**src/dsw_regs.svh**
```systemverilog
// Data-space decoder constants: address map, field positions, program counter and stack sizes.
// Assumes an 8-bit data space and a 12-bit program space.
`ifndef DSW_REGS_SVH
`define DSW_REGS_SVH

`define DSW_PC_W 12
`define DSW_STACK_DEPTH 6
`define DSW_BANK_LO 8'h00
`define DSW_BANK_HI 8'h3F
`define DSW_WIN_LO 8'h40
`define DSW_WIN_HI 8'h7F
`define DSW_CORE_LO 8'h80
`define DSW_CORE_HI 8'h83
`define DSW_RAM_LO 8'h84
`define DSW_RAM_HI 8'hBF
`define DSW_WINSEL_ADDR 8'hC9
`define DSW_BANKSEL_ADDR 8'hE8
`define DSW_ACC_ADDR 8'hFF
`define DSW_WIN_BASE_MSB 5
`define DSW_RAMP2_BIT 4
`define DSW_EEP_BIT 0
`define DSW_RAMP2_VAL 8'h10
`define DSW_EEP_VAL 8'h01
`define DSW_MEM_RAMP2 2'h0
`define DSW_MEM_EEP 2'h1
`define DSW_MEM_CORE 2'h2
`define DSW_MEM_ACC 8'hC0
`define DSW_UNDEF_DATA 8'h00
`define DSW_PC_STEP 12'h001

`endif

```
**src/dsw_pkg.sv**
```systemverilog
// Types shared by the data-space decoder and its bench.
// Assumes dsw_regs.svh is compiled alongside.
package dsw_pkg;

	// Data-space request from the core
	typedef struct packed {
		logic rd;
		logic wr;
		logic [7:0] addr;
		logic [7:0] wdata;
	} dsw_dreq_t;

	// Program counter operations
	typedef enum logic [2:0] {
		DSW_PC_HOLD = 3'b000,
		DSW_PC_INC = 3'b001,
		DSW_PC_JUMP = 3'b010,
		DSW_PC_CALL = 3'b011,
		DSW_PC_RET = 3'b100,
		DSW_PC_IRQ = 3'b101
	} dsw_pc_op_t;

	// Data-space regions
	typedef enum logic [2:0] {
		DSW_R_BANK = 3'b000,
		DSW_R_WIN = 3'b001,
		DSW_R_MEM = 3'b010,
		DSW_R_WINSEL = 3'b011,
		DSW_R_BANKSEL = 3'b100,
		DSW_R_NONE = 3'b101
	} dsw_region_t;

	// Decoded access
	typedef struct packed {
		dsw_region_t cls;
		logic [7:0] maddr;
	} dsw_dec_t;

endpackage

```
**src/dsw_mem.sv**
```systemverilog
// Byte storage behind the data space: bank pages, core registers, general RAM.
// Assumes one write port and one read port on the same clock.
`timescale 1ns/1ps
module dsw_mem (
	input wire logic mclk,
	input wire logic resetn,
	input wire logic we,
	input wire logic [7:0] waddr,
	input wire logic [7:0] wdata,
	input wire logic [7:0] raddr,
	output logic [7:0] rdata
);

	logic [7:0] mem [0:255];
	logic [7:0] rdata_reg;

	// Array write, contents not reset
	always_ff @(posedge mclk) begin
		if (we) begin
			mem[waddr] <= wdata;
		end
	end

	// Registered read data
	always_ff @(posedge mclk or negedge resetn) begin
		if (!resetn) begin
			rdata_reg <= 8'h00;
		end else begin
			rdata_reg <= mem[raddr];
		end
	end

	assign rdata = rdata_reg;

endmodule

```
**src/dsw_decoder.sv**
```systemverilog
// Data-space decoder with read-only program-memory window, program counter and return stack.
// Assumes a core on mclk issuing one access per cycle and program memory answering combinationally.
`timescale 1ns/1ps
`include "dsw_regs.svh"

module dsw_decoder (
	input wire logic mclk,
	input wire logic resetn,
	input dsw_pkg::dsw_dreq_t dreq,
	output logic [7:0] rdata,
	output logic rvalid,
	input dsw_pkg::dsw_pc_op_t pc_op,
	input wire logic [11:0] pc_target,
	output logic [11:0] program_counter,
	output logic [11:0] pm_addr,
	output logic pm_rd,
	input wire logic [7:0] pm_rdata,
	input wire logic readout_protect,
	input wire logic ext_rd,
	input wire logic [11:0] ext_addr,
	output logic [7:0] ext_rdata,
	output logic ext_valid,
	output logic ext_refused
);
	import dsw_pkg::*;

	logic [5:0] window_base_bits;
	logic [5:0] window_base_next;
	logic [7:0] bank_select_reg;
	logic [7:0] bank_select_next;
	logic [7:0] rdata_reg, rdata_next;
	logic rvalid_reg, rvalid_next;
	logic [11:0] pm_addr_reg, pm_addr_next;
	logic pm_rd_reg, pm_rd_next;
	dsw_region_t s1_cls_reg, s1_cls_next;
	logic s1_ext_reg, s1_ext_next;
	logic [7:0] ext_rdata_reg, ext_rdata_next;
	logic ext_valid_reg, ext_valid_next;
	logic ext_refused_reg, ext_refused_next;
	logic prot_meta_reg, prot_reg;
	logic [11:0] program_counter_reg, program_counter_next;
	logic [11:0] stack_reg [0:`DSW_STACK_DEPTH-1];
	logic [11:0] stack_next [0:`DSW_STACK_DEPTH-1];
	logic push, pop;
	logic [11:0] push_val;
	dsw_dec_t dec;
	logic mem_we;
	logic [7:0] mem_rdata;
	logic win_rd;
	logic [7:0] rdata_out_sel;
	logic rdata_valid_reg;

	// Map a data address to its region and storage address; banks only in 00h-3Fh
	function automatic dsw_dec_t decode(input logic [7:0] a, input logic [7:0] bank);
		dsw_dec_t d;
		d.cls = DSW_R_NONE;
		d.maddr = 8'h00;
		if (a <= `DSW_BANK_HI) begin
			d.maddr = {`DSW_MEM_RAMP2, a[5:0]};
			if (bank == `DSW_RAMP2_VAL) begin
				d.cls = DSW_R_BANK;
			end else if (bank == `DSW_EEP_VAL) begin
				d.cls = DSW_R_BANK;
				d.maddr = {`DSW_MEM_EEP, a[5:0]};
			end
		end else if (a <= `DSW_WIN_HI) begin
			d.cls = DSW_R_WIN;
		end else if (a <= `DSW_RAM_HI) begin
			d.cls = DSW_R_MEM;
			d.maddr = {`DSW_MEM_CORE, a[5:0]};
		end else if (a == `DSW_ACC_ADDR) begin
			d.cls = DSW_R_MEM;
			d.maddr = `DSW_MEM_ACC;
		end else if (a == `DSW_WINSEL_ADDR) begin
			d.cls = DSW_R_WINSEL;
		end else if (a == `DSW_BANKSEL_ADDR) begin
			d.cls = DSW_R_BANKSEL;
		end
		return d;
	endfunction

	// Data-space decode, kept apart from program and stack addressing
	always_comb begin
		dec = decode(dreq.addr, bank_select_reg);
		win_rd = dreq.rd && !dreq.wr && (dec.cls == DSW_R_WIN);
		mem_we = dreq.wr && ((dec.cls == DSW_R_BANK) || (dec.cls == DSW_R_MEM));
	end

	dsw_mem u_mem (
		.mclk(mclk),
		.resetn(resetn),
		.we(mem_we),
		.waddr(dec.maddr),
		.wdata(dreq.wdata),
		.raddr(dec.maddr),
		.rdata(mem_rdata)
	);

	// Write-only select registers
	always_comb begin
		window_base_next = window_base_bits;
		bank_select_next = bank_select_reg;
		if (dreq.wr && dec.cls == DSW_R_WINSEL) begin
			window_base_next = dreq.wdata[`DSW_WIN_BASE_MSB:0];
		end
		if (dreq.wr && dec.cls == DSW_R_BANKSEL) begin
			bank_select_next = dreq.wdata;
		end
	end

	// Select registers keep their contents through reset
	always_ff @(posedge mclk) begin
		window_base_bits <= window_base_next;
		bank_select_reg <= bank_select_next;
	end

	// Program-memory port: window reads first, then external readout
	always_comb begin
		pm_addr_next = pm_addr_reg;
		pm_rd_next = 1'b0;
		s1_ext_next = 1'b0;
		ext_refused_next = 1'b0;
		s1_cls_next = dec.cls;
		rvalid_next = dreq.rd && !dreq.wr;
		if (win_rd) begin
			pm_addr_next = {window_base_bits, dreq.addr[5:0]};
			pm_rd_next = 1'b1;
		end else if (ext_rd && !prot_reg) begin
			pm_addr_next = ext_addr;
			pm_rd_next = 1'b1;
			s1_ext_next = 1'b1;
		end
		if (ext_rd && (prot_reg || win_rd)) begin
			ext_refused_next = 1'b1;
		end
	end

	// Answer data two cycles after the request; read data held until the next answer
	always_comb begin
		rdata_next = rdata_reg;
		ext_rdata_next = ext_rdata_reg;
		ext_valid_next = s1_ext_reg;
		if (rvalid_reg) begin
			rdata_next = rdata_out_sel;
		end
		if (s1_ext_reg) begin
			ext_rdata_next = pm_rdata;
		end
	end

	// Read-data selection uses the previous cycle's region
	always_comb begin
		case (s1_cls_reg)
			DSW_R_BANK, DSW_R_MEM: rdata_out_sel = mem_rdata;
			DSW_R_WIN: rdata_out_sel = pm_rdata;
			default: rdata_out_sel = `DSW_UNDEF_DATA;
		endcase
	end

	// Pipeline and answer registers
	always_ff @(posedge mclk or negedge resetn) begin
		if (!resetn) begin
			pm_addr_reg <= 12'h000;
			pm_rd_reg <= 1'b0;
			s1_cls_reg <= DSW_R_NONE;
			s1_ext_reg <= 1'b0;
			rvalid_reg <= 1'b0;
			ext_rdata_reg <= 8'h00;
			ext_valid_reg <= 1'b0;
			ext_refused_reg <= 1'b0;
			rdata_reg <= 8'h00;
			rdata_valid_reg <= 1'b0;
		end else begin
			pm_addr_reg <= pm_addr_next;
			pm_rd_reg <= pm_rd_next;
			s1_cls_reg <= s1_cls_next;
			s1_ext_reg <= s1_ext_next;
			rvalid_reg <= rvalid_next;
			ext_rdata_reg <= ext_rdata_next;
			ext_valid_reg <= ext_valid_next;
			ext_refused_reg <= ext_refused_next;
			rdata_reg <= rdata_next;
			rdata_valid_reg <= rvalid_reg;
		end
	end

	// Protection strap through two flops
	always_ff @(posedge mclk or negedge resetn) begin
		if (!resetn) begin
			prot_meta_reg <= 1'b1;
			prot_reg <= 1'b1;
		end else begin
			prot_meta_reg <= readout_protect;
			prot_reg <= prot_meta_reg;
		end
	end

	// Program counter and stack control
	always_comb begin
		program_counter_next = program_counter_reg;
		push = 1'b0;
		pop = 1'b0;
		push_val = program_counter_reg;
		case (pc_op)
			DSW_PC_INC: program_counter_next = 12'(program_counter_reg + `DSW_PC_STEP);
			DSW_PC_JUMP: program_counter_next = pc_target;
			DSW_PC_CALL: begin
				push = 1'b1;
				push_val = 12'(program_counter_reg + `DSW_PC_STEP);
				program_counter_next = pc_target;
			end
			DSW_PC_IRQ: begin
				push = 1'b1;
				program_counter_next = pc_target;
			end
			DSW_PC_RET: begin
				pop = 1'b1;
				program_counter_next = stack_reg[0];
			end
			default: program_counter_next = program_counter_reg;
		endcase
	end

	// Shift-register stack: push moves entries down, pop moves them up
	genvar gi;
	generate
		for (gi = 0; gi < `DSW_STACK_DEPTH; gi++) begin : g_stack
			always_comb begin
				stack_next[gi] = stack_reg[gi];
				if (push) begin
					stack_next[gi] = (gi == 0) ? push_val : stack_reg[(gi == 0) ? 0 : gi - 1];
				end else if (pop) begin
					stack_next[gi] = stack_reg[(gi == `DSW_STACK_DEPTH - 1) ? gi : gi + 1];
				end
			end
			always_ff @(posedge mclk or negedge resetn) begin
				if (!resetn) begin
					stack_reg[gi] <= 12'h000;
				end else begin
					stack_reg[gi] <= stack_next[gi];
				end
			end
		end
	endgenerate

	always_ff @(posedge mclk or negedge resetn) begin
		if (!resetn) begin
			program_counter_reg <= 12'h000;
		end else begin
			program_counter_reg <= program_counter_next;
		end
	end

	assign rdata = rdata_reg;
	assign rvalid = rdata_valid_reg;
	assign program_counter = program_counter_reg;
	assign pm_addr = pm_addr_reg;
	assign pm_rd = pm_rd_reg;
	assign ext_rdata = ext_rdata_reg;
	assign ext_valid = ext_valid_reg;
	assign ext_refused = ext_refused_reg;
endmodule

```
**config.mk**
```make
export PLATFORM = sky130hd
export DESIGN_NAME = dsw_decoder
export DESIGN_NICKNAME = d
export VERILOG_FILES = /design/src/dsw_pkg.sv /design/src/dsw_mem.sv /design/src/dsw_decoder.sv
export VERILOG_INCLUDE_DIRS = /design/src
export SDC_FILE = /design/constraint.sdc
export NUM_CORES = 2
export LEC_CHECK = 0
export BUFFER_PORTS_ARGS = -buffer_cell sky130_fd_sc_hd__buf_2
export CAP_MARGIN = 10
export CORE_MARGIN = 2
export CORE_UTILIZATION = 52
export DETAILED_ROUTE_END_ITERATION = 7
export PLACE_DENSITY = 0.66
export SETUP_SLACK_MARGIN = 0.1
export SKIP_LAST_GASP = 1
export SLEW_MARGIN = 20
export SYNTH_ARGS = -nofsm -noshare
export SYNTH_HDL_FRONTEND = slang
export SYNTH_SLANG_ARGS = --single-unit
export TNS_END_PERCENT = 1
```
**constraint.sdc**
```tcl
create_clock -name mclk -period 2.45 [get_ports mclk]
set_input_delay 0.6125 -clock mclk [delete_from_list [all_inputs] [get_ports mclk]]
set_output_delay 0.6125 -clock mclk [all_outputs]
set_load 0.005 [all_outputs]
```
# Yosys cells after proc, flatten, opt, wreduce, memory -nomap -nowiden

Memories as Yosys holds them, arrays and structs flattened. A register that Yosys moved wholly into a read port is not among the register bits.
Cells that the tools add are included.

Output and inout port bits: 44
Memories kept: 1
Logic and storage cells: 96
Flip-flop bits (word level): 137
Memory bits (writable): 2048

Memory list:

| memory    | words | width | read ports | clocked after memory_dff | wr ports | line          | source |
|---|---|---|---|---|---|---|---|
| u_mem.mem | 256   | 8     | 1          | 1                        | 1        | dsw_mem.sv:14 | `logic [7:0] mem [0:255];` |

Multiplexer cells: 34
$lt $le $gt $ge: 3
Add/sub/neg operators: 1
Equal/unequal tests: 16
Reductions and logical operators: 20

Operators by type and width:

| operator                | count |
|---|---|
| $mux W12                | 13 |
| $pmux W12 S3            | 1 |
| $mux W11                | 3 |
| $eq A8 B8 Y1 const B    | 3 |
| $mux W8                 | 3 |
| $pmux W8 S2             | 1 |
| $eq A3 B2 Y1 const B    | 5 |
| $add A12 B1 Y12 const B | 1 |
| $mux W3                 | 4 |
| $eq A3 B1 Y1 const B    | 3 |
| $eq A3 B3 Y1 const B    | 3 |
| $mux W1                 | 9 |
| $eq A8 B1 Y1 const B    | 1 |
| $eq A8 B5 Y1 const B    | 1 |
| $le A8 B6 Y1 const B    | 1 |
| $le A8 B7 Y1 const B    | 1 |
| $le A8 B8 Y1 const B    | 1 |
| $logic_and A1 B1 Y1     | 7 |
| $logic_not A3 Y1        | 2 |
| $reduce_bool A2 Y1      | 2 |
| $reduce_or A2 Y1        | 2 |
| $logic_not A1 Y1        | 3 |
| $reduce_bool A3 Y1      | 1 |
| $reduce_or A3 Y1        | 1 |
| $logic_or A1 B1 Y1      | 2 |

# Longest topological paths before layout

Depth after elaboration: 12
Gate-level depth with buffers: 13
Gate-level depth less buffers: 8

# Hierarchy

A second synthesis with hierarchy kept.

Cells, all modules: 4466
Area total of the unflattened synthesis: 86679.4 um^2

By module, submodules not included:

| module      | times used | cells each | area an instance (um^2) |
|---|---|---|---|
| dsw_mem     | 1          | 3795       | 80038.0 |
| dsw_decoder | 1          | 671        | 6641.4 |

# Least setup slack after synthesis

Ideal clock, no wire load.

Path kind: input port to flip-flop
Start: input dreq[11] (netlist bit)
End: memory u_mem.mem[111][0] (enable)
Library setup time: 0.370 ns
Required time: 2.080 ns
Stages: 9
Arrival: 2.553 ns
Path slack: -0.473 ns
Buffers on the path: 6
Cells stage by stage: buf_2 and3b_1 buf_2 buf_2 clkbuf_1 clkbuf_1 nand4_1 buf_2 nor2_1

Cells in the longest elaborated chain, start to end: 12

Ends and longest elaborated chain:

| what                                             | line              | source |
|---|---|---|
| start: declaration                               | dsw_decoder.sv:9  | `input dsw_pkg::dsw_dreq_t dreq,` |
| $eq A8 B8 Y1 (no line)                           | --                |  |
| $mux W1                                          | dsw_decoder.sv:76 | `` end else if (a == `DSW_BANKSEL_ADDR) begin `` |
| $mux W3                                          | dsw_decoder.sv:74 | `` end else if (a == `DSW_WINSEL_ADDR) begin `` |
| $mux W3                                          | dsw_decoder.sv:71 | `` end else if (a == `DSW_ACC_ADDR) begin `` |
| $mux W11                                         | dsw_decoder.sv:68 | `` end else if (a <= `DSW_RAM_HI) begin `` |
| $mux W3                                          | dsw_decoder.sv:66 | `` end else if (a <= `DSW_WIN_HI) begin `` |
| $mux W11 (*)                                     | dsw_decoder.sv:58 | `` if (a <= `DSW_BANK_HI) begin `` |
| $eq A3 B2 Y1 or $logic_not A3 Y1 (tied branches) | dsw_decoder.sv:86 | `mem_we = dreq.wr && ((dec.cls == DSW_R_BANK) \|\| (dec.cls == DSW_R_MEM));` |
| $logic_or A1 B1 Y1                               | dsw_decoder.sv:86 |  |
| $logic_and A1 B1 Y1                              | dsw_decoder.sv:86 |  |
| $mux W1                                          | dsw_mem.sv:19     | `if (we) begin` |
| $mux W1 (not written as such)                    | dsw_mem.sv:20     | `mem[waddr] <= wdata;` |
| end: declaration                                 | dsw_mem.sv:14     |  |

Every way passes the cells marked *; elsewhere a longest branch is shown, timed or not.

# Worst setup path after layout

Start: input dreq[9] (netlist bit)
End: register u_mem.rdata_reg[0] (netlist: u_mem.rdata[0]) (read register of u_mem.mem)

Cells in the longest elaborated chain, start to end: 5

Ends and longest elaborated chain:

| what                                                                 | line              | source |
|---|---|---|
| parallel branches: the longest is 4 deep, another holds $le A8 B8 Y1 | --                |  |
| $mux W11 (*)                                                         | dsw_decoder.sv:58 |  |
| end: declaration                                                     | dsw_mem.sv:15     | `logic [7:0] rdata_reg;` |

Mark *: on every way between the ends.
A chain may end at the register's enable or synchronous reset.

==> run_results.csv <==
group,metric,value,unit
status,status,"finished, violations left",
status,violations,"DRC, setup timing",
placement,io_buffers,100,
die,die_y,387,um
clock_tree,cts.sinks,1930,
synthesis,ys.flop_type,"edfxtp_1",
setup_path,arrival,3.28,ns
sta,timing.fmax,386,MHz
detailed_routing,drt-initial-drc-count,6556,
synthesis,synth_commonest_cells,"edfxtp_1 (1799), nor2_1 (514), mux2i_1 (360)",
sta,tightest_slew,0.901,ns
grt,grt_pass1_wl,323000,um
setup_path,cp_max_fo,16,
placement,place_congestion,0.957,
detailed_routing,drt-pass1-iter-count,8,
synthesis,synth-edff-count,1799,
sta,slew_headroom,39.8,%
cells_and_area,layout-drive-gt1-share,24.8,%
synthesis,yosysWarnings,0,
cells_and_area,nets,5868,
synthesis,netlist_area,0.0764,mm2
cells_and_area,nFillCells,10100,
sta,maxSlewViolCount,0,
pwr,vdd_ir_drop_max,0.713,mV
synthesis,ys_ff_latch,1930,
setup_path,crit_type,"input port to register",
run,maxCapViolations,0,
synthesis,synthesis.instances,4916,
detailed_routing,vias,49000,
setup_path,path_cells,"buf_8, buf_6, buf_12, buf_12, mux2_2, o22ai_1, o21ai_1, nor3_2, buf_4, o22ai_1, o31a_1, or4_1",
sta,finalClockSkew,0.0227,ns
cells_and_area,largest_reg_flops,1785,
setup_path,r2r_slack,-0.11,ns
synthesis,synth-seq-area-share,75.0,%
detailed_routing,ant_nets,0,
synthesis,synth.area.top_cells,"edfxtp_1 (71%), mux2i_1 (4.7%), dfrtp_1 (4.2%)",
grt,grt-ovfl-total,0,
sta,setup_viol,993,
placement,dp.cells,7504,
synthesis,avgSynthCellArea,15.5,um2
detailed_routing,wl_per_cell,28.1,um
cells_and_area,fin_util,64.8,%
placement,place_hpwl,146000,um
setup_path,cpMaxStageDelayCell,"or4_1",
cells_and_area,area_growth_syn_to_layout,23.6,%
setup_path,rr_worst_depth,10,
sta,period_share,106,%
die,core_area,0.146,mm2
synthesis,synth_top_area_cell,"edfxtp_1",
pwr,leakagePower,0.0327,uW
sta,rsz0062_at_grt,"true",
grt,grt_max_degree,118,
die,die_area,0.150,mm2
worst_hold_path,min_delay_path_depth,2,
synthesis,synth.most_common_cell,"edfxtp_1",
worst_hold_path,min_from,"pm_rdata[3]",
setup_path,slowest_delay,0.50,ns
die,die_w,387,um
setup_path,worst_ep_required_time,3.13,ns
setup_path,cp-end-kind,"register",
grt,grt_pass1_vias,47500,
detailed_routing,drt-total-wl,222000,um
die,ios,101,
grt,antenna_found_initial,8,
setup_path,reg2reg_to,"u_mem.mem[160][1]$_DFFE_PP_",
clock_tree,clk_path_buf_depth,3,
die,row_count,140,
die,initial_core_util,52.4,%
cells_and_area,finalNonFillerCells,7893,
clock_tree,cts_made_buffers,193,
setup_path,reg2reg_from,"bank_select_reg[1]$_DFFE_PP_",
synthesis,ys_types,80,
detailed_routing,drc_errors,1,
sta,min_period,2.59,ns
worst_hold_path,holdCritPathClass,"input port to register",
clock_tree,cts_tree,"done",
sta,setup_slack,-0.143,ns
sta,hold_violations,0,
pwr,p_per_area,754,mW/mm2
clock_tree,clkTransAtPathRegs,0.06,ns
worst_hold_path,min_to,"ext_rdata[3]$_DFFE_PN0P_",
synthesis,synth_top_cell_area_share,70.7,%
clock_tree,cts_root_buffer,"clkbuf_16",
synthesis,async_flop_share,6.79,%
detailed_routing,viasPerCell,6.21,
setup_path,worstSetupStartpointType,"input port",
grt,grt_usage,29.2,%
clock_tree,cts_max_level,4,
clock_tree,clkLatencyLatePin,0.82,ns
## what timing repair did
item                       4_1_cts  5_1_grt
hold buffers                     8        0
hold endpoints to repair        60        0
gates resized for setup         33       15
cloned                           1        1
buffers inserted                 6       12
pin swaps                       16       12
setup endpoints to repair     1552     1558
## layout by cell type, fill, tap and decap left out, types with 47 or more instances in the layout
cell / Yosys / final
a21oi_1: 342 / 341
a22oi_1: 80 / 78
buf_12: 0 / 213
buf_2: 131 / 88
buf_4: 38 / 483
clkbuf_1: 139 / 48
clkbuf_16: 0 / 198
clkinv_1: 0 / 47
conb_1: 1 / 241
dfrtp_1: 127 / 127
edfxtp_1: 1799 / 1799
mux2_2: 111 / 111
mux2i_1: 360 / 360
nand2_1: 238 / 221
nor2_1: 514 / 311
nor2_4: 1 / 181
o211ai_1: 53 / 53
o21ai_0: 191 / 187
o221ai_1: 255 / 252
o22ai_1: 87 / 85
## power breakdown
group / internal (uW) / switching (uW)
Clock: 15800 / 12400
Sequential: 36900 / 569
Combinational: 2080 / 3490
## cell type report
cell class | instances | area [um2] | share of cell area (%)
clock inverters | 108 | 826 | 0.874
diodes | 5 | 12.5 | 0.0132
well taps | 1917 | 2400 | 2.54
clock buffers | 248 | 5150 | 5.45
multi-input cells | 2861 | 20000 | 21.1
repair buffers | 816 | 8760 | 9.28
inverters | 8 | 30.0 | 0.0318
flip-flops and latches | 1930 | 57300 | 60.7
## worst max path at each step
| stage | from | end | slack [ns] | depth (start not counted) |
|---|---|---|---|---|
| global route | bank_select_reg[3]$_DFFE_PP_ | u_mem.mem[78][2]$_DFFE_PP_ | -0.18 | 10 |
| finish | dreq[9] | u_mem.rdata[0]$_DFF_PN0_ | -0.14 | 12 |
| CTS | bank_select_reg[1]$_DFFE_PP_ | u_mem.mem[71][3]$_DFFE_PP_ | -0.12 | 10 |
| detailed placement | dreq[9] | u_mem.rdata[1]$_DFF_PN0_ | -1.35 | 12 |
| global placement | dreq[9] | u_mem.rdata[1]$_DFF_PN0_ | -1.40 | 12 |
| floorplan | dreq[9] | u_mem.mem[43][0]$_DFFE_PP_ | -0.11 | 10 |
## kinds of logic after synthesis
kind of cell    share of synthesized area (%)
compound gates                           10.3
xor+xnor                                0.160
fa+ha+maj                              0.0164
buf+inv                                  2.43
flops                                    75.0
mux                                      6.85
other cells                           0.00491
simple gates                             5.28
## metal layers
layer,wire length [um],GRT usage (%)
met4,8290,10.7
met5,27,0
met3,23200,6.11
met1,88200,41.4
met2,102000,45.1
## worst max-delay path: cells and delay by family
| kind | cells | cell delay, ns |
|---|---|---|
| buf+inv | 5 | 0.88 |
| simple gates | 2 | 0.71 |
| compound gates | 4 | 0.68 |
| mux | 1 | 0.36 |
## per-stage QoR
step / setup TNS (ns) / setup slack, ns / hold slack, ns / instance area [um2] / power [uW]
3_5_place_dp: -929.69 / -1.35 / 0.351 / 87900 / 43500
6_report: -38.98 / -0.143 / 0.0540 / 94400 / 71200
3_3_place_gp: -879.86 / -1.40 / 0.346 / 87900 / 43400
4_1_cts: -67.23 / -0.121 / 0.00475 / 94200 / 71300
2_1_floorplan: -109.16 / -0.115 / 0.317 / 79100 / 40600
5_1_grt: -130.30 / -0.184 / 0.0303 / 94400 / 73200
Power figures use the tool's default switching activity.
